===== src/core/rtm_pkg.sv =====
// Shared constants and types for the tone measurement and timer block.
// Assumes the device clock stands in for the crystal; every period is a fixed division of it.
package rtm_pkg;

	////////////////////////////////////////////////////////////////////////////
	// Reference crystal and measurement window
	localparam int REF_XTAL_KHZ = 4032;
	localparam int CNT_CLK_HZ = 56000;
	localparam int CNT_DIV = REF_XTAL_KHZ * 1000 / CNT_CLK_HZ;
	localparam int WINDOW_US = 9125;
	localparam int WIN_TICKS = WINDOW_US * CNT_CLK_HZ / 1000000;
	localparam int LATE_PERCENT = 75;
	localparam int WIN_LATE_TICKS = WIN_TICKS * LATE_PERCENT / 100 + 1;

	////////////////////////////////////////////////////////////////////////////
	// Period timers
	localparam int TIMER_UNIT_MS = 10;
	localparam int TICK_DIV = REF_XTAL_KHZ * TIMER_UNIT_MS;
	localparam int NT_STEP_TICKS = 2;
	localparam int GPT_STEP_TICKS = 1;
	localparam logic [3:0] SETTING_RESET = 4'h0;

	////////////////////////////////////////////////////////////////////////////
	// Serial command bus
	localparam logic [7:0] CMD_GENERAL_RESET = 8'h01;
	localparam logic [7:0] CMD_READ_STATUS = 8'h30;
	localparam logic [7:0] CMD_READ_TONE = 8'h32;
	localparam logic [7:0] CMD_WRITE_NOTONE = 8'h33;
	localparam logic [7:0] CMD_WRITE_GPT = 8'h36;
	localparam int STAT_MEAS = 0;
	localparam int STAT_NOTONE = 1;
	localparam int STAT_GPT = 2;
	localparam logic [3:0] DEV_SYNC_IDLE = 4'h3;
	localparam logic [1:0] HOST_SYNC_IDLE = 2'h3;
	localparam int SCLK_HALF_CYC = 10;

	////////////////////////////////////////////////////////////////////////////
	// Controller register map
	localparam logic [7:0] HOST_ADR_CMD = 8'h00;
	localparam logic [7:0] HOST_ADR_STAT = 8'h04;
	localparam logic [7:0] HOST_ADR_REPLY = 8'h08;
	localparam int HOST_CMD_DATA_BIT = 16;
	localparam int HOST_CMD_RCNT_LSB = 17;

	typedef enum logic [1:0] {
		RTM_BAND_HIGH = 2'h0,
		RTM_BAND_MID = 2'h1,
		RTM_BAND_EXT = 2'h2
	} rtm_band_t;

	typedef enum logic [1:0] {
		MS_WAIT = 2'b01,
		MS_RUN = 2'b10
	} rtm_meas_state_t;

	typedef enum logic [4:0] {
		HS_IDLE = 5'b00001,
		HS_LEAD = 5'b00010,
		HS_LOW = 5'b00100,
		HS_HIGH = 5'b01000,
		HS_END = 5'b10000
	} rtm_host_state_t;

	// Ticks of the timer unit for setting n, doubled in mid band
	function automatic logic [5:0] rtm_ticks(input logic [3:0] n, input logic mid, input int step);
		int t;
		t = int'(n) * step * (mid ? 2 : 1);
		return t[5:0];
	endfunction

endpackage


===== src/core/rtm_cbus_if.sv =====
// Serial command bus between the controller and the tone device.
// Reply line is pulled high while the device does not drive it.
`timescale 1ns/1ns
interface rtm_cbus_if;
	logic csn;
	logic sclk;
	logic cdata;
	logic rdata_drv;
	logic rdata_oe;
	logic rdata;
	logic irq_n;

	assign rdata = rdata_oe ? rdata_drv : 1'b1;

	modport dev (
		input csn,
		input sclk,
		input cdata,
		output rdata_drv,
		output rdata_oe,
		output irq_n
	);

	modport host (
		output csn,
		output sclk,
		output cdata,
		input rdata,
		input irq_n
	);
endinterface


===== src/core/rtm_device.sv =====
// Tone measurement, no-tone timer and period timer behind the serial command bus.
// Assumes band and interrupt enables come from control logic on the same clock.
//
// Local design decision: the Wishbone slave port.
`timescale 1ns/1ns
module rtm_device #(
	parameter int CNT_DIV = rtm_pkg::CNT_DIV,
	parameter int TICK_DIV = rtm_pkg::TICK_DIV
) (
	input wire logic clk_i,
	input wire logic rst_i,
	rtm_cbus_if.dev bus,
	input wire logic tone_i,
	input wire logic signal_usable_i,
	input wire rtm_pkg::rtm_band_t band_i,
	input wire logic irq_en_tone_i,
	input wire logic irq_en_gpt_i,
	output logic [2:0] status_o,
	output logic [7:0] cycle_count_o,
	output logic [7:0] remainder_o
);
	import rtm_pkg::*;

	////////////////////////////////////////////////////////////////////////////
	// Pin synchronisers: sclk, csn, cdata, tone
	logic [3:0] s1_reg, s2_reg, s3_reg, flt_reg;
	logic [3:0] stable, rise, fall;

	always_ff @(posedge clk_i) begin
		if (rst_i) begin
			s1_reg <= DEV_SYNC_IDLE;
			s2_reg <= DEV_SYNC_IDLE;
			s3_reg <= DEV_SYNC_IDLE;
			flt_reg <= DEV_SYNC_IDLE;
		end else begin
			s1_reg <= {tone_i, bus.cdata, bus.csn, bus.sclk};
			s2_reg <= s1_reg;
			s3_reg <= s2_reg;
			flt_reg <= (s3_reg & stable) | (flt_reg & ~stable);
		end
	end

	assign stable = ~(s2_reg ^ s3_reg);
	assign rise = stable & s3_reg & ~flt_reg;
	assign fall = stable & ~s3_reg & flt_reg;

	////////////////////////////////////////////////////////////////////////////
	// Command receiver
	logic [7:0] rx_sh_reg, cmd_reg, byte_val;
	logic [2:0] bit_cnt_reg;
	logic first_reg;
	logic sclk_rise, sclk_fall, byte_done, cmd_ev, data_ev;
	logic gen_reset, stat_rd, tone_rd, nt_wr, gpt_wr;

	assign sclk_rise = rise[0] & ~flt_reg[1];
	assign sclk_fall = fall[0] & ~flt_reg[1];
	assign byte_val = {rx_sh_reg[6:0], flt_reg[2]};
	assign byte_done = sclk_rise && bit_cnt_reg == 3'h7;
	assign cmd_ev = byte_done && first_reg;
	assign data_ev = byte_done && !first_reg;
	assign gen_reset = cmd_ev && byte_val == CMD_GENERAL_RESET;
	assign stat_rd = cmd_ev && byte_val == CMD_READ_STATUS;
	assign tone_rd = cmd_ev && byte_val == CMD_READ_TONE;
	assign nt_wr = data_ev && cmd_reg == CMD_WRITE_NOTONE;
	assign gpt_wr = data_ev && cmd_reg == CMD_WRITE_GPT;

	always_ff @(posedge clk_i) begin
		if (rst_i || fall[1]) begin
			rx_sh_reg <= 8'h00;
			bit_cnt_reg <= 3'h0;
			first_reg <= 1'b1;
			cmd_reg <= 8'h00;
		end else if (sclk_rise) begin
			rx_sh_reg <= byte_val;
			bit_cnt_reg <= bit_cnt_reg + 3'h1;
			if (byte_done) begin
				first_reg <= 1'b0;
				if (first_reg) begin
					cmd_reg <= byte_val;
				end
			end
		end
	end

	////////////////////////////////////////////////////////////////////////////
	// Reply shifter, next bit presented on each falling sclk
	logic [15:0] rep_sh_reg;

	always_ff @(posedge clk_i) begin
		if (rst_i) begin
			rep_sh_reg <= 16'h0000;
			bus.rdata_drv <= 1'b1;
			bus.rdata_oe <= 1'b0;
		end else if (rise[1]) begin
			bus.rdata_oe <= 1'b0;
			bus.rdata_drv <= 1'b1;
		end else if (stat_rd) begin
			rep_sh_reg <= {5'h00, status_o, 8'h00};
			bus.rdata_oe <= 1'b1;
		end else if (tone_rd) begin
			rep_sh_reg <= {cycle_count_o, remainder_o};
			bus.rdata_oe <= 1'b1;
		end else if (sclk_fall && bus.rdata_oe) begin
			bus.rdata_drv <= rep_sh_reg[15];
			rep_sh_reg <= {rep_sh_reg[14:0], 1'b0};
		end
	end

	////////////////////////////////////////////////////////////////////////////
	// Frequency measurement
	rtm_meas_state_t state_reg;
	logic [7:0] win_ph_reg, rem_ph_reg, n_reg, div;
	logic [8:0] win_tk_reg, rem_tk_reg, rem_round;
	logic mid, run, tone_ev, win_wrap, rem_wrap, win_end, meas_abort, meas_ok, meas_late;

	assign mid = band_i == RTM_BAND_MID;
	assign div = mid ? 8'(2 * CNT_DIV) : 8'(CNT_DIV);
	// Full cycles in extended band, half-cycles otherwise
	assign tone_ev = (band_i == RTM_BAND_EXT) ? rise[3] : (rise[3] | fall[3]);
	assign run = state_reg == MS_RUN;
	assign win_wrap = win_ph_reg == div - 8'h01;
	assign rem_wrap = rem_ph_reg == div - 8'h01;
	assign win_end = run && win_wrap && win_tk_reg == 9'(WIN_TICKS - 1);
	assign meas_abort = run && (!signal_usable_i || (tone_ev && n_reg == 8'hff));
	// Closing clock of the window counts too
	assign rem_round = rem_tk_reg + {8'h00, (rem_ph_reg + 8'h01) >= (div >> 1)};
	assign meas_ok = win_end && !meas_abort && n_reg != 8'h00 && !rem_round[8];
	assign meas_late = run && win_tk_reg >= 9'(WIN_LATE_TICKS);

	always_ff @(posedge clk_i) begin
		if (rst_i || gen_reset) begin
			state_reg <= MS_WAIT;
			win_ph_reg <= 8'h00;
			win_tk_reg <= 9'h000;
			rem_ph_reg <= 8'h00;
			rem_tk_reg <= 9'h000;
			n_reg <= 8'h00;
		end else begin
			case (state_reg)
				MS_WAIT: begin
					if (tone_ev && signal_usable_i) begin
						state_reg <= MS_RUN;
						win_ph_reg <= 8'h00;
						win_tk_reg <= 9'h000;
						rem_ph_reg <= 8'h00;
						rem_tk_reg <= 9'h000;
						n_reg <= 8'h00;
					end
				end
				MS_RUN: begin
					if (meas_abort || win_end) begin
						state_reg <= MS_WAIT;
					end else begin
						win_ph_reg <= win_wrap ? 8'h00 : win_ph_reg + 8'h01;
						win_tk_reg <= win_tk_reg + {8'h00, win_wrap};
						if (tone_ev) begin
							n_reg <= n_reg + 8'h01;
							rem_ph_reg <= 8'h00;
							rem_tk_reg <= 9'h000;
						end else begin
							rem_ph_reg <= rem_wrap ? 8'h00 : rem_ph_reg + 8'h01;
							rem_tk_reg <= rem_tk_reg + {8'h00, rem_wrap};
						end
					end
				end
				default: state_reg <= MS_WAIT;
			endcase
		end
	end

	always_ff @(posedge clk_i) begin
		if (rst_i || gen_reset) begin
			cycle_count_o <= 8'h00;
			remainder_o <= 8'h00;
		end else if (meas_ok) begin
			cycle_count_o <= n_reg;
			remainder_o <= rem_round[7:0];
		end
	end

	////////////////////////////////////////////////////////////////////////////
	// No-tone one-shot
	logic [3:0] nt_set_reg;
	logic [15:0] nt_sub_reg;
	logic [5:0] nt_tk_reg;
	logic nt_run_reg, nt_pend_reg, nt_tick, nt_expire, nt_flag;

	assign nt_tick = nt_sub_reg == 16'(TICK_DIV - 1);
	assign nt_expire = nt_run_reg && nt_tick && nt_tk_reg == 6'h01 && !meas_ok;
	// Fade aborts the measurement but never stops the countdown
	assign nt_flag = (nt_expire && (!meas_late || meas_abort)) ||
		(nt_pend_reg && meas_abort);

	always_ff @(posedge clk_i) begin
		if (rst_i || gen_reset) begin
			nt_set_reg <= SETTING_RESET;
			nt_run_reg <= 1'b0;
			nt_sub_reg <= 16'h0000;
			nt_tk_reg <= 6'h00;
		end else begin
			if (nt_wr) begin
				nt_set_reg <= byte_val[3:0];
			end
			if (meas_ok) begin
				nt_run_reg <= nt_set_reg != 4'h0;
				nt_sub_reg <= 16'h0000;
				nt_tk_reg <= rtm_ticks(nt_set_reg, mid, NT_STEP_TICKS);
			end else if (nt_run_reg) begin
				nt_sub_reg <= nt_tick ? 16'h0000 : nt_sub_reg + 16'h0001;
				if (nt_tick) begin
					nt_tk_reg <= nt_tk_reg - 6'h01;
					if (nt_tk_reg == 6'h01) begin
						nt_run_reg <= 1'b0;
					end
				end
			end
		end
	end

	always_ff @(posedge clk_i) begin
		if (rst_i || gen_reset || meas_ok || meas_abort) begin
			nt_pend_reg <= 1'b0;
		end else if (nt_expire && meas_late) begin
			nt_pend_reg <= 1'b1;
		end
	end

	////////////////////////////////////////////////////////////////////////////
	// General purpose period timer, self-repeating
	logic [3:0] gpt_set_reg;
	logic [15:0] gpt_sub_reg;
	logic [5:0] gpt_tk_reg;
	logic gpt_run_reg, gpt_tick, gpt_expire;

	assign gpt_tick = gpt_sub_reg == 16'(TICK_DIV - 1);
	assign gpt_expire = gpt_run_reg && gpt_tick && gpt_tk_reg == 6'h01 && !gpt_wr;

	always_ff @(posedge clk_i) begin
		if (rst_i || gen_reset) begin
			gpt_set_reg <= SETTING_RESET;
			gpt_run_reg <= 1'b0;
			gpt_sub_reg <= 16'h0000;
			gpt_tk_reg <= 6'h00;
		end else if (gpt_wr) begin
			gpt_set_reg <= byte_val[3:0];
			gpt_run_reg <= byte_val[3:0] != 4'h0;
			gpt_sub_reg <= 16'h0000;
			gpt_tk_reg <= rtm_ticks(byte_val[3:0], mid, GPT_STEP_TICKS);
		end else if (gpt_run_reg) begin
			gpt_sub_reg <= gpt_tick ? 16'h0000 : gpt_sub_reg + 16'h0001;
			if (gpt_tick) begin
				gpt_tk_reg <= (gpt_tk_reg == 6'h01) ?
					rtm_ticks(gpt_set_reg, mid, GPT_STEP_TICKS) : gpt_tk_reg - 6'h01;
			end
		end
	end

	////////////////////////////////////////////////////////////////////////////
	// Status flags and interrupt; a set in the clearing cycle wins
	logic [2:0] stat_set, stat_clr, stat_next, irq_en;

	always_comb begin
		stat_set = 3'h0;
		stat_set[STAT_MEAS] = meas_ok;
		stat_set[STAT_NOTONE] = nt_flag;
		stat_set[STAT_GPT] = gpt_expire;
		stat_clr = 3'h0;
		stat_clr[STAT_NOTONE] = nt_wr;
		stat_clr[STAT_GPT] = gpt_wr;
		if (stat_rd) begin
			stat_clr = 3'h7;
		end
		irq_en = {irq_en_gpt_i, irq_en_tone_i, irq_en_tone_i};
		stat_next = (status_o & ~stat_clr) | stat_set;
	end

	always_ff @(posedge clk_i) begin
		if (rst_i || gen_reset) begin
			status_o <= 3'h0;
			bus.irq_n <= 1'b1;
		end else begin
			status_o <= stat_next;
			bus.irq_n <= ~|(stat_next & irq_en);
		end
	end

endmodule


===== src/flat_wrapper.sv =====
// flat-port wrapper written by rule: the top's interface ports become plain ports
module rtm_device_flat import rtm_pkg::*;
#(
	parameter int CNT_DIV = rtm_pkg::CNT_DIV,
	parameter int TICK_DIV = rtm_pkg::TICK_DIV
)
  (clk_i, rst_i, tone_i, signal_usable_i, band_i, irq_en_tone_i, irq_en_gpt_i, status_o, cycle_count_o, remainder_o, bus_csn, bus_sclk, bus_cdata, bus_rdata_drv, bus_rdata_oe, bus_irq_n);
  rtm_cbus_if bus_i ();
  input wire logic clk_i;
  input wire logic rst_i;
  input wire logic tone_i;
  input wire logic signal_usable_i;
  input wire rtm_pkg::rtm_band_t band_i;
  input wire logic irq_en_tone_i;
  input wire logic irq_en_gpt_i;
  output logic [2:0] status_o;
  output logic [7:0] cycle_count_o;
  output logic [7:0] remainder_o;
  input wire logic [$bits(bus_i.csn)-1:0] bus_csn;
  input wire logic [$bits(bus_i.sclk)-1:0] bus_sclk;
  input wire logic [$bits(bus_i.cdata)-1:0] bus_cdata;
  output wire logic [$bits(bus_i.rdata_drv)-1:0] bus_rdata_drv;
  output wire logic [$bits(bus_i.rdata_oe)-1:0] bus_rdata_oe;
  output wire logic [$bits(bus_i.irq_n)-1:0] bus_irq_n;
  assign bus_i.csn = bus_csn;
  assign bus_i.sclk = bus_sclk;
  assign bus_i.cdata = bus_cdata;
  assign bus_rdata_drv = bus_i.rdata_drv;
  assign bus_rdata_oe = bus_i.rdata_oe;
  assign bus_irq_n = bus_i.irq_n;
  rtm_device #(.CNT_DIV(CNT_DIV), .TICK_DIV(TICK_DIV)) u_core (.clk_i(clk_i), .rst_i(rst_i), .bus(bus_i), .tone_i(tone_i), .signal_usable_i(signal_usable_i), .band_i(band_i), .irq_en_tone_i(irq_en_tone_i), .irq_en_gpt_i(irq_en_gpt_i), .status_o(status_o), .cycle_count_o(cycle_count_o), .remainder_o(remainder_o));
endmodule

===== config.mk =====
export PLATFORM = sky130hd
export DESIGN_NAME = rtm_device_flat
export DESIGN_NICKNAME = d
export VERILOG_FILES = /design/src/core/rtm_pkg.sv /design/src/core/rtm_cbus_if.sv /design/src/core/rtm_device.sv /design/src/flat_wrapper.sv
export SDC_FILE = /design/constraint.sdc
export NUM_CORES = 1
export LEC_CHECK = 0
export BUFFER_PORTS_ARGS = -buffer_cell sky130_fd_sc_hd__buf_2
export CAP_MARGIN = 30
export CORE_AREA = 5 5 125 127
export DETAILED_ROUTE_END_ITERATION = 10
export DIE_AREA = 0 0 130 132
export PLACE_DENSITY = 0.74
export SETUP_SLACK_MARGIN = 0.3
export SLEW_MARGIN = 15
export SYNTH_ARGS = -nofsm -noshare
export SYNTH_HDL_FRONTEND = slang
export SYNTH_SLANG_ARGS = --single-unit

===== constraint.sdc =====
create_clock -name clk_i -period 4.8 [get_ports clk_i]
set_input_delay 0.96 -clock clk_i [delete_from_list [all_inputs] [get_ports clk_i]]
set_output_delay 0.96 -clock clk_i [all_outputs]
set_load 0.05 [all_outputs]

# [Yosys cells after proc, flatten, opt, wreduce, memory -nomap -nowiden]
# Cells that the tools add are included.
[op_classes] shift=0 add_sub_neg=12 n_eq_ne=22 n_mux=42 n_lt_le_gt_ge=2 n_bitwise=22 div_mod_pow=0 mul=3 n_reduce_logical=67
[op_table] operator="$mux W16" count=5
[op_table] operator="$mux W8" count=9
[op_table] operator="$pmux W8 S2" count=3
[op_table] operator="$mux W6" count=7
[op_table] operator="$mux W9" count=4
[op_table] operator="$pmux W9 S2" count=2
[op_table] operator="$add A16 B1 Y16 const B" count=2
[op_table] operator="$eq A16 B16 Y1 const B" count=2
[op_table] operator="$eq A8 B6 Y1 const B" count=4
[op_table] operator="$mul A5 B32 Y5" count=1
[op_table] operator="$mul A5 B32 Y6" count=1
[op_table] operator="$add A9 B1 Y9" count=3
[op_table] operator="$logic_and A1 B1 Y1" count=27
[op_table] operator="$add A8 B1 Y8 const B" count=3
[op_table] operator="$and A4 B4 Y4" count=5
[op_table] operator="$eq A8 B8 Y1" count=2
[op_table] operator="$not A4 Y4" count=4
[op_table] operator="$eq A6 B1 Y1 const B" count=2
[op_table] operator="$reduce_and A2 Y1" count=6
[op_table] operator="$reduce_bool A2 Y1" count=6
[op_table] operator="$sub A6 B1 Y6 const B" count=2
[op_table] operator="$eq A9 B9 Y1 const B" count=1
[op_table] operator="$ge A9 B9 Y1 const B" count=1
[op_table] operator="$reduce_and A3 Y1" count=3
[op_table] operator="31 further kinds" count=65
[totals] rom_bits=0 wordCells=201 input_bits=11 register_bits=172 latch_bits=0 memories=0 ramBits=0 out_inout_bits=22

# [Depth between registers and ports, before layout]
# Gate-level depths: netlist (run 1).
[depth] ltp_word=21 mapped_depth=19 ltp_nobuf=17

# [Worst setup path before layout (run 1)]
# Ideal clock, no wire load.
[synth_timing] path_type="in2reg" start="input band_i[1]" end="register u_core.cycle_count_o[7]" required_ns=4.739 path_buffers=3 setup_slack_ns=0.625 path_stages=17 t_arrival_ns=4.115 setup_time_ns=0.061 path_cell_list="nand2b_1 clkbuf_1 inv_1 clkbuf_1 ha_1 a21boi_0 o21ai_0 nand2_1 ha_1 ha_1 nand3_1 or3_1 and3_1 o211a_1 nor2_2 buf_2 a22o_1"
[synth_between] elab_chain_len=9 elab_cells_between_ends=18 cone_classes="add/sub: 2; order compare: 1; eq/ne: 3; mux: 2; reduce/logical: 10"
[synth_lines] element="start: declaration" line="flat_wrapper.sv:13" rtl="input wire rtm_pkg::rtm_band_t band_i;"
[synth_lines] element="branches (longest 8 deep; another with $add A9 B1 Y9)"
[synth_lines] element="$logic_and A1 B1 Y1 (*)" line="rtm_device.sv:127" rtl="assign meas_ok = win_end && !meas_abort && n_reg != 8'h00 && !rem_round[8];"
[synth_lines] element="end signal: assignment" line="rtm_device.sv:176" rtl="cycle_count_o <= n_reg;"
[synth_lines] element="end: declaration" line="rtm_device.sv:19" rtl="output logic [7:0] cycle_count_o,"
# Mark *: on every way between the ends.
# A chain may end at the register's enable or synchronous reset.

# [Worst setup path after layout (run 1)]
[layout_timing] start="input band_i[1]" end="register u_core.cycle_count_o[6]"
# Same word-level chain as after synthesis.

==> impl_metrics.csv, run 1 <==
group,metric,value,unit
routing,wire_per_inst,15.4,um
global_route,grt_use_total,22.0,%
floorplanning,core_area,0.0143,mm^2
global_route,antenna_found_initial,0,
critical_path,crit_required,5160,ps
floorplanning,ioPinCount,33,
critical_path,crit_path_end_kind,"flop",
routing,detail-route-antenna-nets,0,
timing,min_period,3930,ps
finish,layout_common_cells,"dfxtp_1, nand2_1, nor2_1",
finish,syn_to_final_growth,10.9,%
placement,place_area,0.00872,mm^2
logic_synthesis,ys_ff_latch,172,
cts,postCtsHoldBufs,0,
global_route,grt_pass1_wl,31200,um
critical_path,critPathLaunchType,"input port",
logic_synthesis,async_flop_share,0,%
critical_path,cp_cell_sequence,"buf_2, nand2b_1, buf_4, inv_1, ha_1, a21boi_0, o21ai_0, nand2_1, ha_1, ha_1, nand3_1, or3_1, and3_1, o211a_1, nor2_2, a22o_1",
cts,cts.sinks,172,
routing,first_iter_violations,570,
logic_synthesis,synth_edf_count,0,
routing,viasPerCell,5.85,
cts,cts_buffer_depth,2,
flow_run,maxCapViolCount,0,
timing,hold_viol,0,
placement,gp_congestion,0.837,
routing,dr.pass1.iters,5,
timing,rsz0062_at_grt,"false",
logic_synthesis,yosysSeqAreaShare,40.8,%
finish,final_common_cell,"dfxtp_1",
cts,clock_latency,430,ps
cts,cts_resized,0,
floorplanning,die_w,130,um
power_and_ir_drop,power_density,319,mW/mm^2
logic_synthesis,yosysWarnings,0,
placement,dp_hpwl,12400,um
global_route,grt_max_degree,38,
critical_path,slowest_delay,510,ps
routing,drc,0,
critical_path,arrival,4300,ps
finish,antenna_cells,0,
cts,cts_tree,"yes",
timing,setup_tns,0,ps
logic_synthesis,synth_area_per_cell,8.57,um^2
cts,cts_max_level,4,
cts,cts_root_buffer,"clkbuf_16",
outcome,status,"completed",
hold_path,min_path_type,"flop to flop",
logic_synthesis,synthCells,985,
placement,io_buffers,32,
timing,finalMaxSlewViolations,0,
floorplanning,die_y,132,um
timing,fin_crit_sh,81.9,%
critical_path,crit_top_cell,"ha_1",
power_and_ir_drop,p_leak,3.52,nW
timing,slew_headroom,41.9,%
global_route,grt_pass1_vias,6577,
finish,final_area,0.00936,mm^2
critical_path,crit_slowest_cell,"nor2_2",
timing,finalSetupViolations,0,
floorplanning,start_util,59.0,%
timing,tightest_slew,871,ps
critical_path,path_max_fanout,17,
critical_path,criticalPathCategory,"input port to flop",
floorplanning,fp-row-count,44,
timing,skew,7.47,ps
timing,fmax,254,MHz
cts,post_cts_buffers,0,
finish,drive_gt1_share,9.67,%
floorplanning,dieArea,0.0172,mm^2
logic_synthesis,syn_area,0.00844,mm^2
global_route,grt_overflow_total,0,
routing,wl,18400,um
cts,clkTransAtPathRegs,60,ps
power_and_ir_drop,max-vdd-ir-drop,0.273,mV
cts,cts_buffers,17,
finish,nets,1051,
logic_synthesis,synth_ff_type,"dfxtp_1",
routing,vias,7008,
logic_synthesis,synth_cell_types,71,
==> cell usage after synthesis (17+ instances only) <==
cell      number  area, um^2
nand3_1       61         305
dfxtp_1      172        3440
nand2_1      110         413
ha_1          38         475
a22o_1        17         149
xor2_1        30         263
nand4_1       19         119
clkbuf_1      29         109
o21ai_0       34         170
xnor2_1       21         184
nor3_1        17        85.1
a21oi_1       63         315
inv_1         29         109
nor2_1        96         360
mux2i_1       19         190
==> area by class of cell <==
class	instances	area (um^2)
clock buffer	22	474
clock inverter	10	163
fill	1187	4960
inverter	29	109
multi-input combinational	737	4690
sequential	172	3440
tap	184	230
timing repair buffer	43	243
==> worst paths after layout <==
check	from	end	slack, ps	cells past startpoint
worst max-delay path	band_i[1]	u_core.cycle_count_o[6]$_SDFFE_PP0N_	870	16
worst min-delay path	u_core.s1_reg[0]$_SDFF_PP1_	u_core.s2_reg[0]$_SDFF_PP1_	410	1
worst max register to register	u_core.rem_ph_reg[2]$_SDFFE_PP0P_	u_core.cycle_count_o[6]$_SDFFE_PP0N_	880	15
worst min register to register	u_core.s1_reg[0]$_SDFF_PP1_	u_core.s2_reg[0]$_SDFF_PP1_	410	1
==> per-layer routing <==
| metal | share of wire (%) | vias to the layer above | track usage (%) |
|---|---|---|---|
| li1 | - | 3557 | - |
| met1 | 47 | 3277 | 30.1 |
| met2 | 47 | 155 | 35.1 |
| met3 | 4.5 | 19 | 5.11 |
| met4 | 1.4 | 0 | 5.89 |
| met5 | 0 | - | 0 |
==> worst max-delay path: cells and delay by family <==
| kind | cells | cell delay, ps |
|---|---|---|
| simple gates | 6 | 1610 |
| fa+ha+maj | 3 | 620 |
| buf+inv | 3 | 410 |
| compound gates | 4 | 690 |
==> logic make-up (layout without fill, tap and decap cells) <==
| group | Yosys count | after routing | share of synthesized area [%] |
|---|---|---|---|
| AO/OA/AOI/OAI | 202 | 202 | 16.2 |
| XOR/XNOR | 51 | 51 | 5.29 |
| adder cells (fa/ha/maj) | 40 | 40 | 6.11 |
| buffers and inverters | 79 | 104 | 3.93 |
| flip-flops | 172 | 172 | 40.8 |
| multiplexers | 19 | 19 | 2.25 |
| other | 1 | 4 | 0.0444 |
| AND/OR/NAND/NOR | 421 | 421 | 25.4 |
==> stage by stage <==
step	utilization (%)	cells	power (mW)	worst slack, ps	hold WS (ps)
final	65.4	1197	2.99	867	407
after global routing	65.4	1197	3.09	541	439
after floorplan	-	988	1.52	625	389
after global placement	60.9	1164	1.54	536	390
after CTS	65.4	1197	3.01	867	409
after detailed placement	60.9	1165	1.54	423	393
==> report_power, final <==
group	switching, mW	internal, mW
sequential	0.00395	1.43
clock	0.566	0.913
combinational	0.0517	0.0195
total	0.622	2.37
Power figures use the tool's default switching activity.
==> inputs of run 2 (changes only) <==
- CORE_AREA: 5 5 125 127 -> 5 5 129 131
- DIE_AREA: 0 0 130 132 -> 0 0 134 136
- PLACE_DENSITY: 0.74 -> 0.72
- clock period: 4.8 -> 3.4 ns (I/O delays scaled with it)
==> impl_metrics.csv, run 2 (same netlist as run 1, synthesis figures left out) <==
group,metric,value,unit
cts,clkTransAtPathRegs,60,ps
placement,place_inst,1188,
floorplanning,die_y,136,um
critical_path,arrival,3490,ps
cts,clock_latency,430,ps
timing,rsz0062_at_grt,"true",
critical_path,criticalPathCategory,"flop to flop",
routing,wl,19600,um
critical_path,rrSetupSlack,270,ps
timing,slew_headroom,52.0,%
timing,timing.hold.ws,439,ps
timing,layout_setup_ws,269,ps
critical_path,worst-path-buf-inv,1,
global_route,grt_use_total,21.7,%
placement,gp_congestion,0.843,
timing,min_period,3130,ps
floorplanning,core_area,0.0155,mm^2
power_and_ir_drop,power_density,411,mW/mm^2
global_route,grt_max_degree,36,
floorplanning,fp-row-count,46,
critical_path,rr_worst_depth,16,
cts,cts_tree,"yes",
critical_path,r2r_start,"u_core.rem_ph_reg[0]$_SDFFE_PP0P_",
critical_path,slowest_delay,390,ps
floorplanning,dieArea,0.0182,mm^2
critical_path,worst_path_dominant_cell_family,"simple AND/OR/NAND/NOR gates",
cts,cts.sinks,172,
routing,first_iter_violations,539,
routing,viasPerCell,5.86,
global_route,grt_pass1_wl,32300,um
finish,fillers,1340,
timing,finalSetupViolations,0,
timing,setup_tns,0,ps
cts,cts_max_level,4,
global_route,grt_pass1_vias,6589,
timing,hold_viol,0,
critical_path,crit_slowest_cell,"or3_4",
hold_path,min_path_type,"input port to flop",
routing,dr.pass1.iters,5,
finish,antenna_cells,0,
critical_path,endpoint,"u_core.nt_sub_reg[4]$_SDFFE_PP0P_",
routing,wire_per_inst,15.9,um
critical_path,critPathLaunchType,"flop",
timing,fin_crit_sh,92.1,%
routing,vias,7206,
routing,drc,0,
power_and_ir_drop,p_total,3.98,mW
critical_path,worst-path-stages,16,
outcome,status,"completed",
critical_path,r2r-end,"u_core.nt_sub_reg[4]$_SDFFE_PP0P_",
critical_path,crit_path_end_kind,"flop",
timing,skew,8.81,ps
critical_path,cp_cell_sequence,"nand3_2, or2_4, xnor2_4, ha_4, a21boi_2, o21ai_1, nand2_1, ha_4, ha_4, nand3_4, or3_4, and3_4, o211ai_1, nand3_1, buf_6, nor2_1",
placement,io_buffers,32,
cts,cts_buffers,17,
timing,tightest_slew,713,ps
global_route,grt_overflow_total,0,
routing,detail-route-antenna-nets,0,
floorplanning,ioPinCount,33,
placement,pre_cts_ws,-95.8,ps
placement,dp_hpwl,13300,um
finish,syn_to_final_growth,14.7,%
finish,final_common_cell,"dfxtp_1",
finish,layout.cells.non_filler,1230,
finish,drive_gt1_share,14.7,%
global_route,antenna_found_initial,0,
cts,cts_buffer_depth,2,
power_and_ir_drop,p_leak,3.62,nW
floorplanning,start_util,54.5,%
power_and_ir_drop,max-vdd-ir-drop,0.370,mV
flow_run,maxCapViolCount,0,
cts,cts_root_buffer,"clkbuf_16",
placement,place_area,0.00892,mm^2
finish,layout_common_cells,"dfxtp_1, nand2_1, nor2_1",
finish,nets,1077,
finish,final_util,62.5,%
critical_path,crit_required,3760,ps
timing,finalMaxSlewViolations,0,
finish,final_area,0.00968,mm^2
floorplanning,die_w,134,um
timing,fmax,319,MHz
critical_path,path_max_fanout,7,
critical_path,crit_top_cell,"ha_4",
critical_path,cp-startpoint,"u_core.rem_ph_reg[0]$_SDFFE_PP0P_",
[run 2: how the worst min path moves through the flow]
stage / endpoint / cells after the start / slack (ps) / from
5_1_grt: u_core.s1_reg[1]$_SDFF_PP1_ / 2 / 440 / bus_csn
3_3_place_gp: u_core.s2_reg[1]$_SDFF_PP1_ / 1 / 410 / u_core.s1_reg[1]$_SDFF_PP1_
3_5_place_dp: u_core.s2_reg[1]$_SDFF_PP1_ / 1 / 420 / u_core.s1_reg[1]$_SDFF_PP1_
4_1_cts: u_core.s1_reg[0]$_SDFF_PP1_ / 2 / 430 / bus_sclk
6_report: u_core.s1_reg[0]$_SDFF_PP1_ / 2 / 440 / bus_sclk
2_1_floorplan: u_core.s2_reg[0]$_SDFF_PP1_ / 1 / 390 / u_core.s1_reg[0]$_SDFF_PP1_
[run 2: final cells by class]
cell class | instances | area [um^2] | area share [%]
Multi-Input combinational cell | 737 | 4850 | 50.1
Sequential cell | 172 | 3450 | 35.7
Timing Repair Buffer | 69 | 470 | 4.86
Clock buffer | 20 | 467 | 4.82
Tap cell | 192 | 240 | 2.48
Inverter | 29 | 114 | 1.18
Clock inverter | 11 | 82.6 | 0.853
[run 2: worst reg2reg max path, delay by kind of cell (launching register included)]
kind                     cells  cell delay [ps]
AO/OA/AOI/OAI                3              390
XOR/XNOR                     1              140
adder cells (fa/ha/maj)      3              580
buffers and inverters        1              190
flip-flops                   1              380
AND/OR/NAND/NOR              8             1400
[run 2: power breakdown]
group	internal [mW]	switching [mW]	total (mW)
clock	0.998	0.833	1.83
sequential	2.02	0.00590	2.03
combinational	0.0387	0.0809	0.120
[run 2: metal layers]
metal	vias to the layer above	GRT usage (%)	part of all wire (%)
met3	31	4.44	4.3
met1	3404	28.7	47
met4	0	6.29	1.6
met2	158	36.0	47
li1	3613	-	-
met5	-	0	0
[run 2: timing repair]
| action | 4_1_cts | 5_1_grt |
|---|---|---|
| hold buffers | 0 | 0 |
| pin swaps | 4 | 3 |
| gates cloned | 1 | 0 |
| resized for setup | 18 | 13 |
| endpoints found under the setup margin | 41 | 41 |
| buffers inserted | 9 | 1 |
==> inputs of run 3 (changes only) <==
- CORE_AREA: 5 5 129 131 -> 5 5 165 104
- DIE_AREA: 0 0 134 136 -> 0 0 170 109
- GPL_TIMING_DRIVEN: default -> 0
- MAX_ROUTING_LAYER: default -> met4
==> impl_metrics.csv, run 3 (same netlist as run 1, synthesis figures left out) <==
group,metric,value,unit
floorplanning,die_w,170,um
critical_path,arrival,3690,ps
power_and_ir_drop,max-vdd-ir-drop,0.343,mV
floorplanning,start_util,54.0,%
critical_path,r2r-end,"u_core.nt_sub_reg[12]$_SDFFE_PP0P_",
placement,place_inst,1229,
global_route,grt_overflow_total,0,
routing,drc,0,
power_and_ir_drop,p_leak,3.70,nW
routing,viasPerCell,5.93,
finish,drive_gt1_share,15.9,%
floorplanning,die_y,109,um
cts,cts_tree,"yes",
global_route,grt_use_total,25.4,%
power_and_ir_drop,power_density,421,mW/mm^2
flow_run,maxCapViolCount,0,
global_route,grt_pass1_wl,36200,um
timing,fin_crit_sh,97.4,%
cts,cts_max_level,4,
timing,slew_headroom,52.4,%
timing,tightest_slew,706,ps
cts,clock_latency,440,ps
timing,rsz0062_at_grt,"true",
critical_path,r2r_start,"u_core.rem_ph_reg[0]$_SDFFE_PP0P_",
routing,wl,22600,um
routing,wire_per_inst,17.7,um
placement,dp_hpwl,15800,um
placement,gp_congestion,0.917,
placement,io_buffers,32,
finish,final_common_cell,"dfxtp_1",
timing,skew,12.1,ps
finish,syn_to_final_growth,18.4,%
placement,place_area,0.00898,mm^2
floorplanning,core_area,0.0156,mm^2
timing,finalSetupViolations,0,
critical_path,endpoint,"u_core.nt_sub_reg[12]$_SDFFE_PP0P_",
finish,nets,1108,
cts,clkTransAtPathRegs,70,ps
outcome,status,"completed",
cts,cts.sinks,172,
timing,min_period,3310,ps
critical_path,critPathLaunchType,"flop",
critical_path,path_max_fanout,5,
floorplanning,fp-row-count,36,
global_route,grt_max_degree,18,
global_route,antenna_found_initial,0,
timing,hold_viol,0,
timing,fmax,302,MHz
critical_path,rrSetupSlack,90,ps
routing,first_iter_violations,796,
routing,vias,7589,
global_route,grt_pass1_vias,6835,
hold_path,min_path_type,"input port to flop",
finish,final_area,0.00999,mm^2
cts,cts_root_buffer,"clkbuf_16",
finish,antenna_cells,0,
floorplanning,dieArea,0.0185,mm^2
critical_path,crit_required,3780,ps
critical_path,crit_path_end_kind,"flop",
critical_path,criticalPathCategory,"flop to flop",
timing,finalMaxSlewViolations,0,
critical_path,cp-startpoint,"u_core.rem_ph_reg[0]$_SDFFE_PP0P_",
cts,cts_buffer_depth,2,
cts,postCtsHoldBufs,0,
routing,detail-route-antenna-nets,0,
finish,layout_common_cells,"dfxtp_1, nand2_1, nor2_1",
critical_path,rr_worst_depth,19,
floorplanning,ioPinCount,33,
cts,cts_buffers,17,
finish,layout.cells.non_filler,1279,
timing,setup_tns,0,ps
routing,dr.pass1.iters,5,
[run 3: cell types whose count changed in the layout (fill, tap and decap cells not counted), sizes merged]
cell,change
buf,+2
clkinv,+5
bufinv,+2
inv,-2
clkbuf,+27
clkinvlp,-2
[run 3: stage by stage]
step                      hold WS [ps]  setup WS, ps  power (mW)  utilization, %
after detailed placement           400          -677        2.20            57.5
final                              404          90.1        4.21            63.9
after global routing               401         -24.5        4.33            63.9
after floorplan                    389           120        2.15               -
after global placement             395          -647        2.20            57.5
after CTS                          402           152        4.22            63.3
[run 3: repair_timing]
item                       4_1_cts  5_1_grt
setup endpoints to repair       59       84
pin swaps                       13        3
gates resized for setup         39       25
gates cloned                     1        0
setup buffers                   15        2
[run 3: power breakdown]
| group | internal, mW | switching [mW] |
|---|---|---|
| combinational | 0.0467 | 0.0980 |
| sequential | 2.02 | 0.00563 |
| clock | 1.13 | 0.905 |
[run 3: cell type report]
type	instances	area, um^2
Buffer	50	285
Fill cell	1312	5640
Sequential cell	172	3460
Clock inverter	14	185
Timing Repair Buffer	50	305
Inverter	29	114
Clock buffer	18	439
Multi-Input combinational cell	737	4940
Tap cell	209	262
[run 3: routing by layer]
metal  wire length, um  track usage [%]
met5                 0                -
met4               329             6.50
met3              2100             5.36
met2              8790             33.6
met1             11400             38.9
[run 3: worst min path at each step]
stage	cells after the start	startpoint	to	slack (ps)
after floorplan	1	u_core.s1_reg[0]$_SDFF_PP1_	u_core.s2_reg[0]$_SDFF_PP1_	390
after global placement	1	u_core.s1_reg[0]$_SDFF_PP1_	u_core.s2_reg[0]$_SDFF_PP1_	400
after detailed placement	1	u_core.s1_reg[0]$_SDFF_PP1_	u_core.s2_reg[0]$_SDFF_PP1_	400
after CTS	2	irq_en_gpt_i	u_core.bus.irq_n$_SDFF_PP1_	400
after global routing	2	irq_en_gpt_i	u_core.bus.irq_n$_SDFF_PP1_	400
final	2	irq_en_gpt_i	u_core.bus.irq_n$_SDFF_PP1_	400
[run 3: worst max-delay path, cell delays in order, from the launching register on]
cell and delay [ps]:
dfxtp_4 380, ha_4 190, xnor2_4 150, ha_4 260, nand2_2 40, nand2_2 70
a21oi_2 70, a21boi_4 150, o21ai_2 80, nand2_2 80, ha_4 150, ha_4 140
nand3_4 90, or3_4 410, and3_4 160, o211ai_1 230, buf_4 210, nand3_4 110
buf_6 200, nor2_4 90
